$ cat src/shared/qbp_pkg.sv
// Shared constants for the quasi-bidirectional port with address mode.
package qbp_pkg;
  // ==========================================================
  // Port geometry and reset values
  localparam int unsigned PORT_WIDTH = 8;
  localparam logic [7:0] LATCH_RESET = 8'hFF;
  // ==========================================================
  // Timing of the strong high transition drive
  localparam int unsigned CLK_PERIOD_NS = 10;
  localparam int unsigned BOOST_TIME_NS = 20;
  localparam int unsigned BOOST_CYCLES =
    (BOOST_TIME_NS + CLK_PERIOD_NS - 1) / CLK_PERIOD_NS;
  localparam logic [3:0] BOOST_ZERO = 4'h0;
  localparam logic [3:0] BOOST_ONE = 4'h1;
endpackage : qbp_pkg

$ cat src/core/qbp_pin_boost.sv
// One strong-high transition timer, shared shape for every pin.
`timescale 1ns/1ps
module qbp_pin_boost #(
  parameter int unsigned CYCLES = qbp_pkg::BOOST_CYCLES
) (
  // Clock and reset
  input wire logic clk_sys_in,
  input wire logic arst_n_in,
  // Trigger and drive
  input wire logic start_in,
  output logic boost_out
);
  // The countdown is four bits wide, so longer drives cannot be served.
  if (CYCLES < 1 || CYCLES > 15) begin : g_bad_cycles
    $error("qbp_pin_boost: CYCLES must be 1..15.");
  end

  localparam logic [3:0] LOAD = 4'(CYCLES);
  logic [3:0] count_reg;
  logic [3:0] count_next;

  // ==========================================================
  // Countdown
  // Restarting on a fresh trigger keeps repeated 0-to-1 writes honest.
  assign count_next = start_in ? LOAD :
    (count_reg != qbp_pkg::BOOST_ZERO) ? count_reg - qbp_pkg::BOOST_ONE :
    count_reg;
  assign boost_out = (count_reg != qbp_pkg::BOOST_ZERO);

  // Counter register.
  always_ff @(posedge clk_sys_in or negedge arst_n_in) begin
    if (!arst_n_in) begin
      count_reg <= qbp_pkg::BOOST_ZERO;
    end else begin
      count_reg <= count_next;
    end
  end
endmodule : qbp_pin_boost

$ cat src/core/qbp_port.sv
// Eight-bit quasi-bidirectional port with low address byte mode.
`timescale 1ns/1ps
module qbp_port #(
  parameter int unsigned WIDTH = qbp_pkg::PORT_WIDTH
) (
  // Clock and reset
  input wire logic clk_sys_in,
  input wire logic arst_n_in,
  // Software latch write
  input wire logic latch_wr_in,
  input wire logic [7:0] latch_wdata_in,
  output logic [7:0] latch_out,
  // Address mode
  input wire logic address_bus_select_in,
  input wire logic [7:0] mem_addr_in,
  // Pins
  input wire logic [7:0] pin_in,
  output logic [7:0] pin_out,
  output logic [7:0] pin_oe_out,
  output logic [7:0] pin_pullup_out,
  // Pin readback
  output logic [7:0] pin_level_out
);
  // ==========================================================
  // Parameter check
  // The pin ports are fixed at one byte, so only that width is served.
  if (WIDTH != qbp_pkg::PORT_WIDTH) begin : g_bad_width
    $error("qbp_port: WIDTH must be 8.");
  end

  logic [7:0] latch_reg;
  logic [7:0] latch_next;
  logic [7:0] sync1_reg;
  logic [7:0] sync2_reg;
  logic [7:0] level_reg;
  logic [7:0] drive_val;
  logic [7:0] rise_start;
  logic [7:0] boost;
  logic [7:0] addr_drive;

  // ==========================================================
  // Latch
  // per-bit latch
  assign latch_next = latch_wr_in ? latch_wdata_in : latch_reg;
  assign rise_start = latch_wr_in ? (latch_wdata_in & ~latch_reg) : 8'h00;

  // Latch register, all ones after reset.
  // reset to ones
  always_ff @(posedge clk_sys_in or negedge arst_n_in) begin
    if (!arst_n_in) begin
      latch_reg <= qbp_pkg::LATCH_RESET;
    end else begin
      latch_reg <= latch_next;
    end
  end
  assign latch_out = latch_reg;

  // ==========================================================
  // Strong-high transition timers, one per pin
  genvar gi;
  generate
    for (gi = 0; gi < WIDTH; gi++) begin : g_boost
      qbp_pin_boost #(.CYCLES(qbp_pkg::BOOST_CYCLES)) u_boost (
        .clk_sys_in(clk_sys_in),
        .arst_n_in(arst_n_in),
        .start_in(rise_start[gi]),
        .boost_out(boost[gi])
      );
    end
  endgenerate

  // ==========================================================
  // Pin drive
  // bit n to pin n; address drives both levels strongly
  assign addr_drive = mem_addr_in;
  assign drive_val = address_bus_select_in ? addr_drive : latch_reg;
  // strong low on zero, weak on one once the strong-high boost ends
  assign pin_out = drive_val;
  assign pin_oe_out = address_bus_select_in ? 8'hFF :
    (~latch_reg | (boost & latch_reg));
  // Weak pullup present in port mode when the latch releases the pin; off in address mode.
  assign pin_pullup_out = address_bus_select_in ? 8'h00 : latch_reg;

  // ==========================================================
  // Pin readback through a three-stage synchroniser
  // real pin level
  always_ff @(posedge clk_sys_in or negedge arst_n_in) begin
    if (!arst_n_in) begin
      sync1_reg <= qbp_pkg::LATCH_RESET;
      sync2_reg <= qbp_pkg::LATCH_RESET;
      level_reg <= qbp_pkg::LATCH_RESET;
    end else begin
      sync1_reg <= pin_in;
      sync2_reg <= sync1_reg;
      level_reg <= sync2_reg;
    end
  end
  assign pin_level_out = level_reg;

  // Helper for the transition checks: which bits a write takes from zero
  // to one, and how many edges have passed since the latest such write.
  // The quiet count saturates so that a long idle spell never wraps.
  localparam logic [3:0] QUIET_MAX = 4'hF;
  localparam logic [3:0] QUIET_STEP = 4'h1;
  localparam logic [3:0] QUIET_ZERO = 4'h0;
  localparam logic [3:0] BOOST_LEN = 4'(qbp_pkg::BOOST_CYCLES);
  logic [7:0] chk_rise;
  logic [3:0] quiet_reg;
  logic [3:0] quiet_next;
  assign chk_rise = latch_wr_in ? (latch_wdata_in & ~latch_reg) : 8'h00;
  assign quiet_next = (chk_rise != 8'h00) ? QUIET_ZERO :
    (quiet_reg == QUIET_MAX) ? quiet_reg : quiet_reg + QUIET_STEP;

  // Quiet counter, idle and saturated after reset.
  always_ff @(posedge clk_sys_in or negedge arst_n_in) begin
    if (!arst_n_in) begin
      quiet_reg <= QUIET_MAX;
    end else begin
      quiet_reg <= quiet_next;
    end
  end
endmodule : qbp_port

$ cat config.mk
export PLATFORM = sky130hd
export DESIGN_NAME = qbp_port
export DESIGN_NICKNAME = d
export VERILOG_FILES = /design/src/shared/qbp_pkg.sv /design/src/core/qbp_pin_boost.sv /design/src/core/qbp_port.sv
export SDC_FILE = /design/constraint.sdc
export NUM_CORES = 1
export LEC_CHECK = 0
export BUFFER_PORTS_ARGS = -buffer_cell sky130_fd_sc_hd__buf_2
export CAP_MARGIN = 20
export CORE_AREA = 2 2 95 97
export DETAILED_ROUTE_END_ITERATION = 10
export DIE_AREA = 0 0 97 99
export GPL_TIMING_DRIVEN = 0
export PLACE_DENSITY = 0.59
export SLEW_MARGIN = 20
export SYNTH_ARGS = -nofsm -noshare
export SYNTH_HDL_FRONTEND = slang
export SYNTH_SLANG_ARGS = --single-unit
$ cat constraint.sdc
create_clock -name clk_sys_in -period 1.6 [get_ports clk_sys_in]
set_input_delay 0.16 -clock clk_sys_in [delete_from_list [all_inputs] [get_ports clk_sys_in]]
set_output_delay 0.16 -clock clk_sys_in [all_outputs]
set_load 0.02 [all_outputs]
# Word level (Yosys, flattened, before mapping)
# Index checks and enable logic that the tools add are counted.
totals:
  ff_bits: 64
  latchBits: 0
  out_inout_bits: 40
  mem_count: 0
  romBits: 0
  in_bits: 28
  wordCells: 60
  ram_bits: 0
op_classes:
  multipliers: 0
  n_eq_ne: 0
  shifts: 0
  div: 0
  n_bitwise: 4
  add_sub_neg: 8
  mux: 20
  n_reduce_logical: 16
  order_cmp: 0
op_table:
  columns: ["cell", "count"]
  rows:
  - ["$mux 4", 16]
  - ["$mux 8", 4]
  - ["$reduce_bool 4->1", 8]
  - ["$sub 4x1->4 const B", 8]
  - ["$and 8x8->8", 2]
  - ["$reduce_bool 2->1", 8]
  - ["$not 8->8", 1]
  - ["$or 8x8->8", 1]

# Logic depth before layout (Yosys ltp)
# Gate-level depths: netlist of run 1.
depth:
  depth_word: 4
  depth_mapped: 5
  mapped_depth_nobuf: 5

# Cells and area by module
# Synthesis of run 1 repeated with hierarchy kept, for this count alone.
hier_totals:
  hier_cells: 252
  hier_area_um2: 3125.5
modules_own_cells:
  columns: ["mod", "cells_each", "area_each_um2", "n_inst", "seq_area_each_um2"]
  rows:
  - ["qbp_pin_boost", 22, 234.0, 8, 100.1]
  - ["qbp_port", 76, 1253.7, 1, 840.8]

# Worst setup path after synthesis of run 1
# No wires, ideal clock.
synth_path:
  path_type: "flip-flop to output port"
  start: "reg g_boost[6].u_boost.count_reg[0]"
  end: "out pin_oe_out[6]"
  slack_ps: 20
  n_path_buf: 0
  t_required_ps: 1440
  path_stages_with_launch: 5
  t_arrival_ps: 1420
  path_cell_list: "dfrtp_1 -> inv_1 -> ha_1 -> or3b_4 -> or3_1"
synth_via:
  elab_chain_cells: 4
synth_lines:
  columns: ["item", "line_no", "text"]
  rows:
  - ["from (decl)", "qbp_pin_boost.sv:19", "logic [3:0] count_reg;"]
  - ["from (signal assigned)", "qbp_pin_boost.sv:33", "count_reg <= qbp_pkg::BOOST_ZERO;"]
  - ["from (signal assigned)", "qbp_pin_boost.sv:35", "count_reg <= count_next;"]
  - ["$reduce_bool 4->1", "qbp_pin_boost.sv:28", "assign boost_out = (count_reg != qbp_pkg::BOOST_ZERO);"]
  - ["$and 8x8->8", "qbp_port.sv:80", "(~latch_reg | (boost & latch_reg));"]
  - ["$or 8x8->8", "qbp_port.sv:80", null]
  - ["$mux 8", "qbp_port.sv:79", "assign pin_oe_out = address_bus_select_in ? 8'hFF :"]
  - ["to (decl)", "qbp_port.sv:19", "output logic [7:0] pin_oe_out,"]
# No other way between the ends.

# Worst setup path after layout of run 1
layout_path:
  start: "reg g_boost[6].u_boost.count_reg[1]"
  end: "out pin_oe_out[6]"
# The elaborated chain is that of the path after synthesis.

==> results of run 1 <==
worst max-delay path: stages, from the launching register on:
cell and delay (ns):
dfrtp_1 0.40, inv_2 0.09, ha_4 0.13, or3b_4 0.37, or3_4 0.33, buf_6 0.14
layout make-up:
type / instances / share of cell area
well taps: 108 / 0.03130
multi-input cells: 161 / 0.3159
flip-flops and latches: 64 / 0.3802
inverters: 17 / 0.01478
clock inverters: 6 / 0.02666
plain buffers: 2 / 0.002318
clock buffers: 10 / 0.03187
repair buffers: 124 / 0.1970
metal layers:
| metal | vias to the layer above | part of all wire | GRT usage |
|---|---|---|---|
| li1 | 1084 | - | - |
| met1 | 1092 | 0.43 | 0.1653 |
| met2 | 40 | 0.52 | 0.2393 |
| met3 | 11 | 0.030 | 0.02270 |
| met4 | 0 | 0.022 | 0.07259 |
| met5 | - | 0 | 0 |
what timing repair did:
action | in CTS | in global routing
hold endpoints to repair | 31 | 0
endpoints found under the setup margin | 10 | 14
pin swaps | 5 | 9
hold buffers | 9 | 0
gates resized for setup | 40 | 18
setup buffers | 26 | 21
per-stage QoR:
| step | util | hold slack [ns] | total power (W) | area (um2) | TNS, ns |
|---|---|---|---|---|---|
| 3_5_place_dp | 0.4012 | 0.08282 | 0.004714 | 3431 | -0.1361 |
| 2_1_floorplan | - | -0.1356 | 0.004208 | 2938 | 0 |
| 4_1_cts | 0.4773 | 0.04708 | 0.007209 | 4081 | -0.3993 |
| 6_report | 0.5050 | 0.06196 | 0.007694 | 4318 | -0.4671 |
| 3_3_place_gp | 0.3986 | 0.2650 | 0.004609 | 3408 | -0.09700 |
| 5_1_grt | 0.5050 | 0.05612 | 0.008245 | 4318 | -0.8488 |
worst paths after layout:
path                                                   end  cells after the start
min                                           latch_out[5]                      2
max                                          pin_oe_out[6]                      5
max reg2reg                g_boost[6].u_boost.count_reg[1]                      7
min in group asynchronous  g_boost[6].u_boost.count_reg[0]                      2
max in group asynchronous                     latch_out[0]                      3
min reg2reg                               pin_level_out[7]                      0
where the power goes:
part	leakage [nW]	internal [W]	switching, W
clock	0.123	0.00109	0.000667
combinational	1.19	0.00199	0.00143
sequential	0.725	0.00211	0.000414
Yosys cell counts:
| master | count |
|---|---|
| mux2i_1 | 14 |
| nand3b_1 | 8 |
| a21oi_1 | 11 |
| o21ai_0 | 3 |
| mux2_2 | 7 |
| nor3b_4 | 5 |
| nand2_1 | 8 |
| dfstp_2 | 32 |
| nor3b_2 | 2 |
| buf_2 | 2 |
| or3_1 | 1 |
| inv_1 | 17 |
| a21o_1 | 8 |
| ha_1 | 16 |
| dfrtp_1 | 32 |
| nand2b_1 | 14 |
| nor3_1 | 8 |
| nor2_1 | 25 |
| nor2b_1 | 7 |
| and3b_1 | 7 |
| or2b_1 | 2 |
| or3b_4 | 1 |
| o22ai_1 | 1 |
| or2_2 | 6 |
| xnor2_1 | 7 |
logic make-up (layout without fill, tap and decap cells):
logic type | count (synthesis) | after routing | synth area share
AOI/OAI and AO/OA | 23 | 23 | 0.04642
xor gates and xnor gates | 7 | 7 | 0.02087
adders and majority gates | 16 | 16 | 0.06814
buffers and inverters | 19 | 159 | 0.02513
DFF | 64 | 64 | 0.5588
muxes | 21 | 21 | 0.07453
and+or+nand+nor | 94 | 94 | 0.2061
==> run_results.csv, run 1 <==
group,metric,value,unit
status,violations,"negative setup slack",
yosys,ys_types,25,
clocking,cts_num_sinks,64,
sta,relSlewSlack,0.7642,
drt,drt_iter0_drc,41,
sta,rsz0062_at_grt,"true",
finish,nFillCells,783,
sta,worst_pin_slew,0.3538,ns
global_routing,track_usage,0.1380,
yosys,synth.top_cell.area_share,0.2862,
sta,setup_violations,2,
worst_setup_path,endpoint_kind,"output port",
clocking,cts_tree,"done",
clocking,cts_root_buf,"clkbuf_8",
pwr,p_per_area,1782,nW/um2
yosys,seq_area_frac_synth,0.5588,
yosys,synth_nets,288,
global_routing,overflow,0,
job,max_cap_viol_count,0,
global_routing,grt_pass1_wl,10490,um
worst_setup_path,crit_type,"flop to output port",
drt,wl_per_cell,13.52,um
die,ios,68,
sta,skew,0.004530,ns
pwr,p_leak,2.039,nW
sta,finalWorstSetupSlack,-0.3615,ns
global_routing,grt_max_degree,42,
finish,area_growth,46.98,%
clocking,cts.clk_slew.worst_paths,0.07,ns
sta,fin_crit_sh,1.226,
drt,num_vias,2227,
worst_setup_path,setup.worst_path.start_class,"flop",
worst_setup_path,crit_required,1.44,ns
worst_setup_path,worstPathArrival,1.80,ns
drt,drtAntennaViolNets,0,
finish,antenna_cells,0,
finish,drive_above_1_share,0.5625,
drt,vias_per_cell,4.526,
status,status,"finished, violations left",
clocking,htreeDepth,3,
worst_setup_path,crit_start,"g_boost[6].u_boost.count_reg[1]",
global_routing,antenna_found_initial,0,
drt,drt-total-wl,6651,um
drt,first_pass_iters,4,
sta,slew_viol_final,0,
finish,final_common_cell,"buf_2",
pwr,peakVddDrop,505.9,uV
clocking,cts_buffers,9,
finish,multi_input_area,1364,um2
die,core_region_area,8551,um2
yosys,yosys_warnings,0,
die,die_h,99,um
die,start_util,0.3436,
worst_hold_path,hold_path.startpoint,"latch_wdata_in[5]",
yosys,yosys_register_bits,64,
finish,ff_latch_area,1642,um2
sta,hold_violations,0,
worst_setup_path,worstReg2RegStart,"g_boost[6].u_boost.count_reg[1]",
finish,largest_register_ffs,32,
place,place_ws,-0.1241,ns
finish,final_cell_mix,"buf_2 (60), buf_4 (48), dfrtp_1 (32), dfstp_2 (32), nor2_1 (24)",
die,dieArea,9603,um2
yosys,synth_area_per_cell,12.04,um2
place,dp_cells,420,
place,gp_congestion,0.8030,
finish,fin_nets,423,
yosys,synth_top_area_cell,"dfstp_2",
global_routing,grt_pass1_vias,2173,
sta,period_needed,1.961,ns
finish,fin_cells,492,
die,die_x,97,um
worst_hold_path,worstHoldPathType,"primary input to flop",
drt,drc,0,
clocking,clk_path_buf_depth,2,
clocking,clk_latency,0.34,ns
worst_setup_path,r2r_setup_slack,-0.11,ns
yosys,synth_area,2938,um2
yosys,synthTopCellsByArea,"dfstp_2 (29%), dfrtp_1 (27%), ha_1 (6.8%)",
die,row_count,34,
place,io_buffers,67,
worst_setup_path,critPathMaxFanout,2,
yosys,synth_cells,244,
sta,max_freq,0.5098,GHz
place,post-dp-hpwl,4092,um
(Power assumes the default switching activity.)
==> run 2, diff against run 1 <==
- CELL_PAD_IN_SITES_DETAIL_PLACEMENT: default -> 0
- CELL_PAD_IN_SITES_GLOBAL_PLACEMENT: default -> 1
- PLACE_DENSITY: 0.59 -> default
- PLACE_DENSITY_LB_ADDON: default -> 0.15
==> run 2 against run 1 <==
The flow still finishes with violations (negative setup slack). Non-clock buffer count up 3. Sequential share of layout area up 0.66 points. Via count down 1.5%. Sequential power about the same. Combinational power about the same. Largest power group unchanged. Clock skew up 0.0051 ns. Core utilization down 0.86 points. Power down 6.3%. Critical endpoint unchanged.
==> run_results.csv, run 2 (synthesized netlist as in run 1, its figures left out) <==
group,metric,value,unit
global_routing,grt_pass1_vias,2135,
pwr,p_per_area,1698,nW/um2
global_routing,overflow,0,
drt,vias_per_cell,4.430,
worst_setup_path,worstPathArrival,1.82,ns
pwr,switching_share,0.3385,
finish,final_util,0.4963,
status,status,"finished, violations left",
die,row_count,34,
sta,finalWorstSetupSlack,-0.3760,ns
finish,fin_nets,426,
sta,setup_violations,2,
sta,setup-tns-final,-0.5137,ns
clocking,clk_latency,0.34,ns
finish,final_common_cell,"buf_2",
sta,hold_violations,0,
clocking,cts_root_buf,"clkbuf_8",
clocking,cts_tree,"done",
place,io_buffers,67,
sta,rsz0062_at_grt,"true",
sta,worst_pin_slew,0.4319,ns
pwr,seqPwrFrac,0.351,
drt,drtAntennaViolNets,0,
place,post-dp-hpwl,3960,um
worst_setup_path,critPathMaxFanout,3,
pwr,clkPwrFrac,0.179,
global_routing,track_usage,0.1348,
pwr,p_sw,0.002439,W
finish,largest_register_ffs,32,
place,dp_cells,420,
die,die_h,99,um
finish,fin_cells,495,
clocking,cts_buffers,9,
job,max_cap_viol_count,0,
sta,max_freq,0.5061,GHz
drt,wl_per_cell,12.70,um
drt,drt_iter0_drc,72,
place,place_ws,-0.1029,ns
die,die_x,97,um
drt,drt-total-wl,6285,um
worst_setup_path,worstPathCellList,"inv_2 > ha_4 > or3b_4 > or3_4 > buf_6",
place,gp_congestion,0.7581,
pwr,p_leak,2.011,nW
sta,skew,0.009597,ns
sta,fin_crit_sh,1.235,
finish,final_cell_mix,"buf_2 (61), buf_4 (51), dfrtp_1 (32), dfstp_2 (32), nor2_1 (25)",
finish,area_growth,44.46,%
clocking,clk_path_buf_depth,2,
die,ios,68,
worst_setup_path,endpoint_kind,"output port",
finish,nFillCells,817,
die,start_util,0.3436,
global_routing,antenna_found_initial,0,
clocking,htreeDepth,3,
worst_hold_path,worstHoldPathType,"primary input to flop",
worst_setup_path,setup.worst_path.start_class,"flop",
sta,relSlewSlack,0.7121,
global_routing,grt_max_degree,34,
worst_setup_path,crit_type,"flop to output port",
sta,period_needed,1.976,ns
worst_setup_path,crit_required,1.44,ns
clocking,cts_num_sinks,64,
die,dieArea,9603,um2
worst_setup_path,slowest_delay,0.40,ns
die,core_region_area,8551,um2
drt,first_pass_iters,4,
global_routing,grt_pass1_wl,10060,um
worst_setup_path,slowest_stage,"dfrtp_1",
pwr,combPwrFrac,0.471,
sta,slew_viol_final,0,
finish,drive_above_1_share,0.5530,
status,violations,"negative setup slack",
finish,antenna_cells,0,
clocking,cts.clk_slew.worst_paths,0.08,ns
pwr,intPower,0.004767,W
drt,num_vias,2193,
pwr,peakVddDrop,674.0,uV
drt,drc,0,
run 2: cell count changes in the layout (fill, tap and decap cells not counted), sizes merged:
cell and delta:
clkinv +3, bufinv -3, buf +3, inv -1, clkbuf +1
run 2: stage by stage:
stage | power [W] | hold WS, ns | area, um2
finish | 0.007206 | 0.06402 | 4244
global placement | 0.004652 | 0.2651 | 3408
global route | 0.007794 | 0.04894 | 4244
detailed placement | 0.004702 | 0.1298 | 3431
CTS | 0.006705 | 0.04782 | 3995
floorplan | 0.004208 | -0.1356 | 2938
run 2: per-layer routing:
metal / routed length (um) / global-route usage / vias up
met1: 2809 / 0.1605 / 1058
li1: - / - / 1090
met5: 0 / 0 / -
met4: 115 / 0.06826 / 0
met3: 183 / 0.03050 / 9
met2: 3176 / 0.2297 / 36
run 2: layout make-up:
cell class	instances	area [um2]	share of cell area
buffer	2	10.01	0.002358
clock buffer	11	152.6	0.03597
clock inverter	5	31.28	0.007370
inverter	17	63.81	0.01504
multi-input combinational	161	1343	0.3163
sequential	64	1642	0.3868
tap	108	135.1	0.03184
timing repair buffer	127	867.1	0.2043
run 2: final timing paths:
path                                                 start                              end  slack (ns)  depth (start not counted)
max                        g_boost[6].u_boost.count_reg[1]                    pin_oe_out[6]       -0.38                          5
min                                      latch_wdata_in[5]                     latch_out[5]        0.06                          2
max reg2reg                g_boost[6].u_boost.count_reg[1]  g_boost[6].u_boost.count_reg[1]       -0.14                          7
min reg2reg                                   sync1_reg[0]                     sync2_reg[0]        0.35                          0
max in group asynchronous                        arst_n_in                     sync1_reg[5]        0.71                          3
min in group asynchronous                        arst_n_in  g_boost[5].u_boost.count_reg[1]        0.30                          2
run 2: critical path: cells and delay by family (launching register included):
family | cells | cell delay [ns]
buffers and inverters | 2 | 0.23
adder cells (fa/ha/maj) | 1 | 0.13
AND/OR/NAND/NOR | 2 | 0.71
flip-flops | 1 | 0.40
run 2: repair_timing:
action                                 4_1_cts  5_1_grt
endpoints found under the hold margin       16        0
resized for setup                           37       13
buffers inserted                            25       25
setup endpoints to repair                    8       11
pin swaps                                    4        7
hold buffers                                 9        0
run 2: power by group through the flow:
stage	clock [W]	sequential [W]	combinational [W]
final	0.00129	0.00253	0.00339
after global routing	0.00142	0.00259	0.00379
after CTS	0.00135	0.00251	0.00285
after detailed placement	0	0.00251	0.00220
after global placement	0	0.00250	0.00215
after floorplan	0	0.00247	0.00174
